`config.mk`:
```
export PLATFORM = sky130hd
export DESIGN_NAME = sag_guard
export DESIGN_NICKNAME = d
export VERILOG_FILES = /design/src/sag_pkg.sv /design/src/sag_entry_mem.sv /design/src/sag_idle_timer.sv /design/src/sag_guard.sv
export VERILOG_INCLUDE_DIRS = /design/src
export SDC_FILE = /design/constraint.sdc
export NUM_CORES = 1
export LEC_CHECK = 0
export ABC_AREA = 0
export BUFFER_PORTS_ARGS = -buffer_cell sky130_fd_sc_hd__clkbuf_2
export CAP_MARGIN = 20
export CORE_MARGIN = 4
export CORE_UTILIZATION = 35
export CTS_CLUSTER_DIAMETER = 120
export DETAILED_ROUTE_END_ITERATION = 8
export GPL_ROUTABILITY_DRIVEN = 0
export GPL_TIMING_DRIVEN = 0
export REMOVE_ABC_BUFFERS = 1
export SYNTH_ARGS = -nofsm -noshare
export SYNTH_HDL_FRONTEND = slang
export SYNTH_HIERARCHICAL = 1
export SYNTH_SLANG_ARGS = --single-unit
```
`constraint.sdc`:
```
create_clock -name REF_CLK -period 5.46 [get_ports REF_CLK]
set_input_delay 1.092 -clock REF_CLK [delete_from_list [all_inputs] [get_ports REF_CLK]]
set_output_delay 1.092 -clock REF_CLK [all_outputs]
set_load 0.005 [all_outputs]
```
`src/sag_params.svh`:
```
// constants for the setpoint access guard: offsets, fields, resets, timing
`ifndef SAG_PARAMS_SVH
`define SAG_PARAMS_SVH

// ==========================================================================
// register offsets (byte addresses, one word each)
`define SAG_ADDR_STATUS   6'h00
`define SAG_ADDR_EVENTS   6'h04
`define SAG_ADDR_MASK     6'h08
`define SAG_ADDR_FP_LOCK  6'h0C
`define SAG_ADDR_CHAR     6'h10
`define SAG_ADDR_ENTER    6'h14
`define SAG_ADDR_CODE_SET 6'h18
`define SAG_ADDR_SETTING  6'h1C
`define SAG_ADDR_INSTALL  6'h20

// ==========================================================================
// field positions
`define SAG_ST_JUMPER     4
`define SAG_ST_ZERO       5
`define SAG_ST_READY      6
`define SAG_EV_JUMPER_REJ 0
`define SAG_EV_LOCK_REJ   1
`define SAG_EV_BAD_CODE   2
`define SAG_EV_TIMEOUT    3
`define SAG_CHAR_POS_LSB  8

// ==========================================================================
// reset values and code limits
`define SAG_CODE_CHARS    4'h8
`define SAG_ZERO_CHAR     8'h30
`define SAG_RST_CODE      64'h0000_0000_0000_0030
`define SAG_RST_CODE_LEN  4'h1
`define SAG_RST_SETTING   32'h0000_0000
`define SAG_RST_MASK      4'h0

// ==========================================================================
// timing: clock period, idle tick, inactivity limit
`define SAG_CLK_NS        8
`define SAG_TICK_NS       1000000
`define SAG_IDLE_MIN      30
`define SAG_TICK_CYC      (`SAG_TICK_NS / `SAG_CLK_NS)
`define SAG_IDLE_TICKS    (`SAG_IDLE_MIN * 60 * 1000)

`endif

```
`src/sag_pkg.sv`:
```
// types shared by the setpoint access guard
package sag_pkg;

  // ========================================================================
  // interfaces that can write settings
  typedef enum logic [1:0] {
    SAG_SRC_PANEL   = 2'h0,
    SAG_SRC_PROGRAM = 2'h1,
    SAG_SRC_REAR_A  = 2'h2,
    SAG_SRC_REAR_B  = 2'h3
  } sag_src_t;

  typedef logic [63:0] sag_code_t;

endpackage : sag_pkg

```
`src/sag_entry_mem.sv`:
```
// per-interface staging memory for passcode characters, registered read
module sag_entry_mem
  import sag_pkg::*;
(
  input  wire logic          clk,
  input  wire logic          wr_en,
  input  wire logic [1:0]    wr_addr,
  input  wire logic [2:0]    wr_pos,
  input  wire logic [7:0]    wr_char,
  input  wire logic [1:0]    rd_addr,
  output sag_pkg::sag_code_t rd_data
);
  import sag_pkg::*;

  sag_code_t mem [0:3];

  always_ff @(posedge clk) begin
    if (wr_en) begin
      mem[wr_addr][wr_pos*8 +: 8] <= wr_char;
    end
    rd_data <= mem[rd_addr];
  end

endmodule : sag_entry_mem

```
`src/sag_idle_timer.sv`:
```
// inactivity timer for one interface, counts idle ticks while armed
`include "sag_params.svh"
module sag_idle_timer
  import sag_pkg::*;
#(
  parameter int unsigned IDLE_TICKS = `SAG_IDLE_TICKS
)
(
  input  wire logic clk,
  input  wire logic nrst,
  input  wire logic tick,
  input  wire logic restart,
  input  wire logic armed,
  output logic      expire
);
  import sag_pkg::*;

  logic [20:0] cnt_q;
  logic        at_end;

  assign at_end = (cnt_q == 21'(IDLE_TICKS - 1));
  assign expire = armed && tick && at_end && !restart;

  // a locked interface holds the count at zero, so relock is fresh
  always_ff @(posedge clk) begin
    if (!nrst || !armed || restart || expire) begin
      cnt_q <= 21'h0;
    end else if (tick) begin
      cnt_q <= cnt_q + 21'h1;
    end
  end

endmodule : sag_idle_timer

```
`src/sag_guard.sv`:
```
// setpoint access guard: jumper, passcode, per-interface unlock, idle relock
//
// The register addresses and strobed register access were chosen for this implementation.
`include "sag_params.svh"

// Overview of operation
// - panel setting writes need the jumper
// - jumperless panel write rejected, error raised
// - jumper ignored for serial port writes
// - stores passcode of up to eight characters
// - passcode resets to zero
// - zero passcode lifts all passcode locks
// - nonzero passcode blocks locked interfaces
// - matching passcode entry unlocks that interface
// - each interface has its own unlock
// - panel lock command relocks front panel
// - wrong passcode relocks that port
// - thirty idle minutes relock an interface
// - not ready: warning shown, relay de-energised
// - same setting path for every source
// - jumper removal relocks front panel
module sag_guard
  import sag_pkg::*;
#(
  parameter int unsigned TICK_CYC   = `SAG_TICK_CYC,
  parameter int unsigned IDLE_TICKS = `SAG_IDLE_TICKS
)
(
  input  wire logic        REF_CLK,
  input  wire logic        NRST,
  input  wire logic [5:0]  ADDR,
  input  wire logic [31:0] WDATA,
  input  wire logic        WR,
  input  wire logic        RD,
  input  sag_pkg::sag_src_t SRC,
  output logic [31:0]      RDATA,
  input  wire logic        KEY_PRESS,
  input  wire logic        ACCESS_JUMPER,
  output logic             IRQ,
  output logic             ACCESS_ERR,
  output logic             NOT_READY_WARN,
  output logic             SELFTEST_RELAY
);
  import sag_pkg::*;

  // ========================================================================
  // functions
  function automatic logic code_match(sag_code_t a, logic [3:0] alen,
                                      sag_code_t b, logic [3:0] blen);
    logic ok;
    ok = (alen == blen);
    for (int i = 0; i < 8; i++) begin
      if (i < alen && a[i*8 +: 8] != b[i*8 +: 8]) begin
        ok = 1'b0;
      end
    end
    return ok;
  endfunction : code_match

  function automatic logic [3:0] src_hot(logic [1:0] s);
    return 4'h1 << s;
  endfunction : src_hot

  // ========================================================================
  // state
  logic [2:0]  jsync_q;
  logic        jump_q;
  logic [3:0]  unlock_q;
  logic [3:0]  unlock_d;
  sag_code_t   code_q;
  logic [3:0]  code_len_q;
  logic [31:0] setting_q;
  logic        ready_q;
  logic [3:0]  events_q;
  logic [3:0]  events_d;
  logic [3:0]  mask_q;
  logic        enter_q;
  logic        cset_q;
  logic [1:0]  pend_src_q;
  logic [3:0]  pend_len_q;
  logic [16:0] div_q;
  logic        tick;
  sag_code_t   entry;
  logic [3:0]  expire;
  logic [31:0] rdata_q;

  // ========================================================================
  // decode
  wire wr_char    = WR && ADDR == `SAG_ADDR_CHAR;
  wire wr_enter   = WR && ADDR == `SAG_ADDR_ENTER;
  wire wr_cset    = WR && ADDR == `SAG_ADDR_CODE_SET;
  wire wr_setting = WR && ADDR == `SAG_ADDR_SETTING;
  wire wr_install = WR && ADDR == `SAG_ADDR_INSTALL;
  wire wr_events  = WR && ADDR == `SAG_ADDR_EVENTS;
  wire wr_mask    = WR && ADDR == `SAG_ADDR_MASK;
  wire wr_fp_lock = WR && ADDR == `SAG_ADDR_FP_LOCK
                    && SRC == SAG_SRC_PANEL;
  wire is_guarded = wr_setting || wr_install || wr_cset;

  wire code_zero  = code_len_q == `SAG_RST_CODE_LEN
                    && code_q[7:0] == `SAG_ZERO_CHAR;
  wire src_panel  = SRC == SAG_SRC_PANEL;
  wire pass_ok    = code_zero || unlock_q[SRC];
  wire jump_ok    = !src_panel || jump_q;
  wire write_ok   = pass_ok && jump_ok;
  wire rej_jumper = is_guarded && src_panel && !jump_q;
  wire rej_lock   = is_guarded && jump_ok && !pass_ok;
  wire enter_hit  = code_match(code_q, code_len_q, entry, pend_len_q);
  wire enter_good = enter_q && enter_hit;
  wire enter_bad  = enter_q && !enter_hit;
  wire new_len_ok = WDATA[3:0] != 4'h0 && WDATA[3:0] <= `SAG_CODE_CHARS;
  wire [3:0] act  = ({4{WR || RD}} & src_hot(SRC))
                    | {3'h0, KEY_PRESS};

  // ========================================================================
  // jumper pin: three stages, change taken when the last two agree
  always_ff @(posedge REF_CLK) begin
    if (!NRST) begin
      jsync_q <= 3'h0;
      jump_q  <= 1'b0;
    end else begin
      jsync_q <= {jsync_q[1:0], ACCESS_JUMPER};
      if (jsync_q[1] == jsync_q[2]) begin
        jump_q <= jsync_q[2];
      end
    end
  end

  // ========================================================================
  // staged passcode characters, one slot per interface
  sag_entry_mem u_entry (
    .clk     (REF_CLK),
    .wr_en   (wr_char),
    .wr_addr (SRC),
    .wr_pos  (WDATA[`SAG_CHAR_POS_LSB +: 3]),
    .wr_char (WDATA[7:0]),
    .rd_addr (SRC),
    .rd_data (entry)
  );

  // ========================================================================
  // idle tick divider and per-interface timers
  assign tick = div_q == 17'(TICK_CYC - 1);

  always_ff @(posedge REF_CLK) begin
    if (!NRST || tick) begin
      div_q <= 17'h0;
    end else begin
      div_q <= div_q + 17'h1;
    end
  end

  for (genvar g = 0; g < 4; g++) begin : g_tmr
    sag_idle_timer #(.IDLE_TICKS(IDLE_TICKS)) u_tmr (
      .clk     (REF_CLK),
      .nrst    (NRST),
      .tick    (tick),
      .restart (act[g]),
      .armed   (unlock_q[g] && !code_zero),
      .expire  (expire[g])
    );
  end

  // ========================================================================
  // unlock state, one bit per interface
  wire [3:0] pend_hot = src_hot(pend_src_q);
  wire [3:0] lock_set = {4{enter_good}} & pend_hot;
  wire [3:0] lock_clr = ({4{enter_bad}} & pend_hot)
                        | expire
                        | {3'h0, wr_fp_lock};

  // an entry changes only the entering interface; jumper loss forces panel locked
  assign unlock_d = ((unlock_q & ~lock_clr) | lock_set)
                    & {3'h7, jump_q};

  always_ff @(posedge REF_CLK) begin
    if (!NRST) begin
      unlock_q <= 4'h0;
    end else begin
      unlock_q <= unlock_d;
    end
  end

  // ========================================================================
  // entry and code-set commands wait one cycle for the staged characters
  always_ff @(posedge REF_CLK) begin
    if (!NRST) begin
      enter_q    <= 1'b0;
      cset_q     <= 1'b0;
      pend_src_q <= 2'h0;
      pend_len_q <= 4'h0;
    end else begin
      enter_q    <= wr_enter;
      cset_q     <= wr_cset && write_ok && new_len_ok;
      pend_src_q <= SRC;
      pend_len_q <= WDATA[3:0];
    end
  end

  // ========================================================================
  // stored passcode and settings, same path whatever the source
  always_ff @(posedge REF_CLK) begin
    if (!NRST) begin
      code_q     <= `SAG_RST_CODE;
      code_len_q <= `SAG_RST_CODE_LEN;
      setting_q  <= `SAG_RST_SETTING;
      ready_q    <= 1'b0;
    end else begin
      if (cset_q) begin
        code_q     <= entry;
        code_len_q <= pend_len_q;
      end
      if (wr_setting && write_ok) begin
        setting_q <= WDATA;
      end
      if (wr_install && write_ok) begin
        ready_q <= WDATA[0];
      end
    end
  end

  // ========================================================================
  // sticky events, write one to clear, a new event beats the clear
  assign events_d = {expire != 4'h0, enter_bad, rej_lock, rej_jumper};

  always_ff @(posedge REF_CLK) begin
    if (!NRST) begin
      events_q <= 4'h0;
      mask_q   <= `SAG_RST_MASK;
    end else begin
      events_q <= (events_q & ~({4{wr_events}} & WDATA[3:0])) | events_d;
      if (wr_mask) begin
        mask_q <= WDATA[3:0];
      end
    end
  end

  assign IRQ        = (events_q & mask_q) != 4'h0;
  assign ACCESS_ERR = events_q[`SAG_EV_JUMPER_REJ];

  // not ready keeps the self-test relay dropped so a blank unit is noticed
  assign NOT_READY_WARN = !ready_q;
  assign SELFTEST_RELAY = ready_q;

  // ========================================================================
  // read port: data one cycle after the strobe, zero when unmapped
  wire [31:0] status_w = {25'h0, ready_q, code_zero, jump_q, unlock_q};
  wire [31:0] rd_mux =
      ADDR == `SAG_ADDR_STATUS  ? status_w :
      ADDR == `SAG_ADDR_EVENTS  ? {28'h0, events_q} :
      ADDR == `SAG_ADDR_MASK    ? {28'h0, mask_q} :
      ADDR == `SAG_ADDR_SETTING ? setting_q :
      ADDR == `SAG_ADDR_INSTALL ? {31'h0, ready_q} : 32'h0;

  always_ff @(posedge REF_CLK) begin
    if (!NRST || !RD) begin
      rdata_q <= 32'h0;
    end else begin
      rdata_q <= rd_mux;
    end
  end

  assign RDATA = rdata_q;
endmodule : sag_guard

```
==> run summary <==
The run finished with clean final reports. The combined global-route utilization of all metal layers is 0.137. The most common cell in the synthesized netlist is dfxtp_1.

The number of buffers between clock root and the deepest sink came out at 3. The clock net sink count is 578. In the final routed layout, each cell accounts on average for 17.4 microns. Detailed routing placed a total of 22600 microns of wire on met2.

Of the total power, the share spent switching nets is 0.204. The internal portion of the total power is 0.00698 W. The arrival time of data at the critical path endpoint is 4.33 ns. The proportion of power drawn by combinational gates is 0.027. The hold violation count in the final report is 0.

The number of global-route vias before repair came out at roughly 14000. Traced cell by cell, the critical path runs through clkbuf_2 > nor2_1 > nand2_1 > nor2_1 > nand3b_1 > nor3_1 > buf_2. During placement, the flow inserted port buffers numbering 81.

The synthesized area per cell is 12.8 sq um. The finished cells cover approximately 26000 sq um. For this design, the slowest cell found on the critical path is nor3_1. The total of hold buffers inserted after clock tree synthesis is 0. The detailed router used layers up to and including met4. The most numerous cell on the critical path is nor2_1. The startpoint of the lowest-slack hold path is jsync_q[0]. In the final timing run, aggregate negative setup slack is 0 ns. The worst slack after detailed placement is 1.04 ns.

In this run the worst hold path is classified as flop to flop. Post-CTS repair changed the size of 0 cells. In the routed design, unresolved DRC markers number 0.

Sorting the synthesized cells by how often they occur yields dfxtp_1 (322), nor2_1 (262), edfxtp_1 (256), mux2i_1 (117), xor2_1 (84). Setup repair after global routing left no endpoint under its margin. The ratio of total power to cell area is about 330 nW/um^2. The number of enable flip-flop cells after synthesis is 256. The CTS clock-pin slew for the worst setup and hold paths is roughly 0.060 ns. The number of antenna violations at the first check in global routing came out at 0. The number of nets in the finished design is 1931. The number of fillers in the final layout is 5941. The initial core utilization is 0.354. The count of endpoints failing setup in the final report came out at 0.

The number of distinct library cells after synthesis came out at around 70. The post-route clock period utilization came out at 0.736. The synthesized design spends more area on one cell type than any other, namely edfxtp_1. Of the post-synthesis cell area, the dominant cell type holds 0.336.

The floorplan step set the die width to 264 microns. The share of post-route cells with drive strength above 1 is 0.186. The floorplan step defined a core boundary enclosing approximately 65000 sq um.

The wire length on met3 is 2630 microns. The worst setup path startpoint is ADDR[1]. The max-slew violation count came out at 0.

At the end of the flow the core is filled with cells to 0.408. The summed instance area of the synthesized netlist came out at between 20000 and 25000 sq um. The post-synthesis async set-or-reset flop share came out at 0. For the pin with the worst max-slew slack, the measured transition is 1.02 ns.

The floorplan step defined a die boundary enclosing approximately 70000 sq um. The row count came out at 93. In the post-synthesis netlist, the biggest area contributors are edfxtp_1 (34%), dfxtp_1 (28%), mux4_2 (6.4%). The total clock buffers created by CTS came out at 59. The layout overhead on the synthesized area is 15.3%.

The worst setup path is captured at a flop. For this block, the via count after detailed routing is 14016. After synthesis the netlist holds a flip-flop and latch count of roughly 580. For this design the total switching power over the nets is 0.00179 W. The routed wire length came out at 48500 microns. Setup slack on the critical path of the routed design comes to roughly 1.4 ns. The fmax came out at 0.249 GHz. The remaining global-route overflow is 0. The level count of the clock H-tree is 2. The time the final worst path needs with I/O delays and setup came out at 4.02 ns.

The instance area after placement came out at 24400 sq um. The global-route wire length before repair is 77200 microns. The top-level I/O count came out at 82. Clock latency on the worst-skew pair, taken at its later pin, is 0.61 ns. The gate count of the mapped netlist is approximately 1800. The largest driver fanout on the critical path is 16. The required time of the critical path is roughly 5.8 ns. The number of max-cap violations is 0. The TritonCTS clock tree is built. The count of TritonRoute iterations in the first routing pass is 5. Summed over all cells, the static leakage comes to approximately 8.0 nW.

The routed length on met1 came out at 22000 microns. The clock skew after layout is 0.0138 ns. The peak ir drop on the vdd network came out at 237 uV. Clock tree synthesis selected as its root buffer the cell clkbuf_16. For this run, the leading register cell type out of synthesis is dfxtp_1. The startpoint identified for the worst register-to-register timing path is div_q[13].

Buffers added to address setup during post-CTS repair amount to 0. The total power draw is approximately 0.0088 W. The die outline height came out at 264 microns. The total half-perimeter wirelength after legalization and detailed placement came out at 32700 microns. STA classifies the critical path startpoint as an input port. For this run, the slowest stage of the critical path takes 1.00 ns.

The count of antenna-violating nets left after detailed routing is 0. The first-iteration detailed-routing DRC count is 824. The worst relative slew slack came out at 0.316. The number of synthesis warnings is 6. The share of synthesized area occupied by flip-flops and latches is 0.618. The largest net degree at the start of global routing is 64. The part of the power in the clock network is 0.458.

The mean number of vias per cell came out at 5.03. The critical path is of the input port to flop type. The share of total power dissipated in sequential elements is 0.515.
-- through the flow --
step                      hold WS [ns]  instances
after floorplan                  0.412       1696
after global placement           0.431       2632
after detailed placement         0.429       2672
after CTS                        0.460       2784
after global routing             0.479       2784
final                            0.456       2786
-- worst paths after layout --
kind | to | slack [ns] | cells after the start
worst max-delay path | u_entry/mem[2][11] | 1.44 | 7
worst min-delay path | jsync_q[1] | 0.46 | 1
worst max register to register | g_tmr[0].u_tmr/cnt_q[0] | 2.12 | 10
worst min register to register | jsync_q[1] | 0.46 | 1
-- power by group through the flow --
stage / combinational (W) / sequential [W] / clock [W]
floorplan: 0.000109 / 0.00461 / 0
global placement: 0.000224 / 0.00461 / 0
detailed placement: 0.000240 / 0.00461 / 0
CTS: 0.000241 / 0.00452 / 0.00415
global route: 0.000258 / 0.00452 / 0.00434
finish: 0.000237 / 0.00452 / 0.00402
-- logic make-up (layout without fill, tap and decap cells) --
group,after synthesis,after routing,synth area share
and+or+nand+nor,674,674,0.159
DFF,578,578,0.618
muxes,182,182,0.115
xor gates and xnor gates,142,142,0.0543
buffers and inverters,117,263,0.0266
AOI/OAI and AO/OA,83,83,0.0239
adders and majority gates,7,7,0.00383
other,0,2,0
-- worst max-delay path, delay by kind of cell --
family / cells / cell delay [ns]
buffers and inverters: 2 / 0.39
and+or+nand+nor: 5 / 2.85
-- cell usage in the layout (no fill, tap or decap), drive strengths merged, types with 12 or more instances in the layout --
master,Yosys,routed
nand4,33,33
xnor2,58,58
clkbuf,39,174
nor2,262,262
buf,47,40
mux4,65,65
edfxtp,256,256
nand2,65,65
nand3,47,47
xor2,84,84
or3,12,12
and2,42,42
mux2i,117,117
inv,30,31
o21ai,22,22
a21oi,31,31
nor4,78,78
clkinv,0,13
dfxtp,322,322
or4,12,12
nor3,46,46
nand3b,12,12
-- layout make-up --
cell class              instances  area [sq um]  area share
well taps                     855          1070      0.0406
clock inverters                19           211     0.00802
clock buffers                  93          1770      0.0669
multi-input cells            1088          8230       0.312
repair buffers                121           843      0.0320
diodes                          2          5.00    0.000190
inverters                      30           115     0.00436
flip-flops and latches        578         14100       0.536
-- routing by layer --
layer	up-vias	track usage
met4	0	0.0475
met5	-	0
met3	95	0.0275
met2	301	0.223
li1	6695	-
met1	6925	0.184
-- state kept, by name, indices dropped and copies added, names as in the netlist --
name               cells
u_entry/mem          256
g_tmr.u_tmr/cnt_q     84
code_q                64
u_entry/rd_data       64
RDATA                 32
setting_q             32
div_q                 17
code_len_q             4
events_q               4
mask_q                 4
pend_len_q             4
unlock_q               4
jsync_q                3
pend_src_q             2
SELFTEST_RELAY         1
cset_q                 1
enter_q                1
jump_q                 1
No activity file was read; power rests on OpenSTA's default activity.
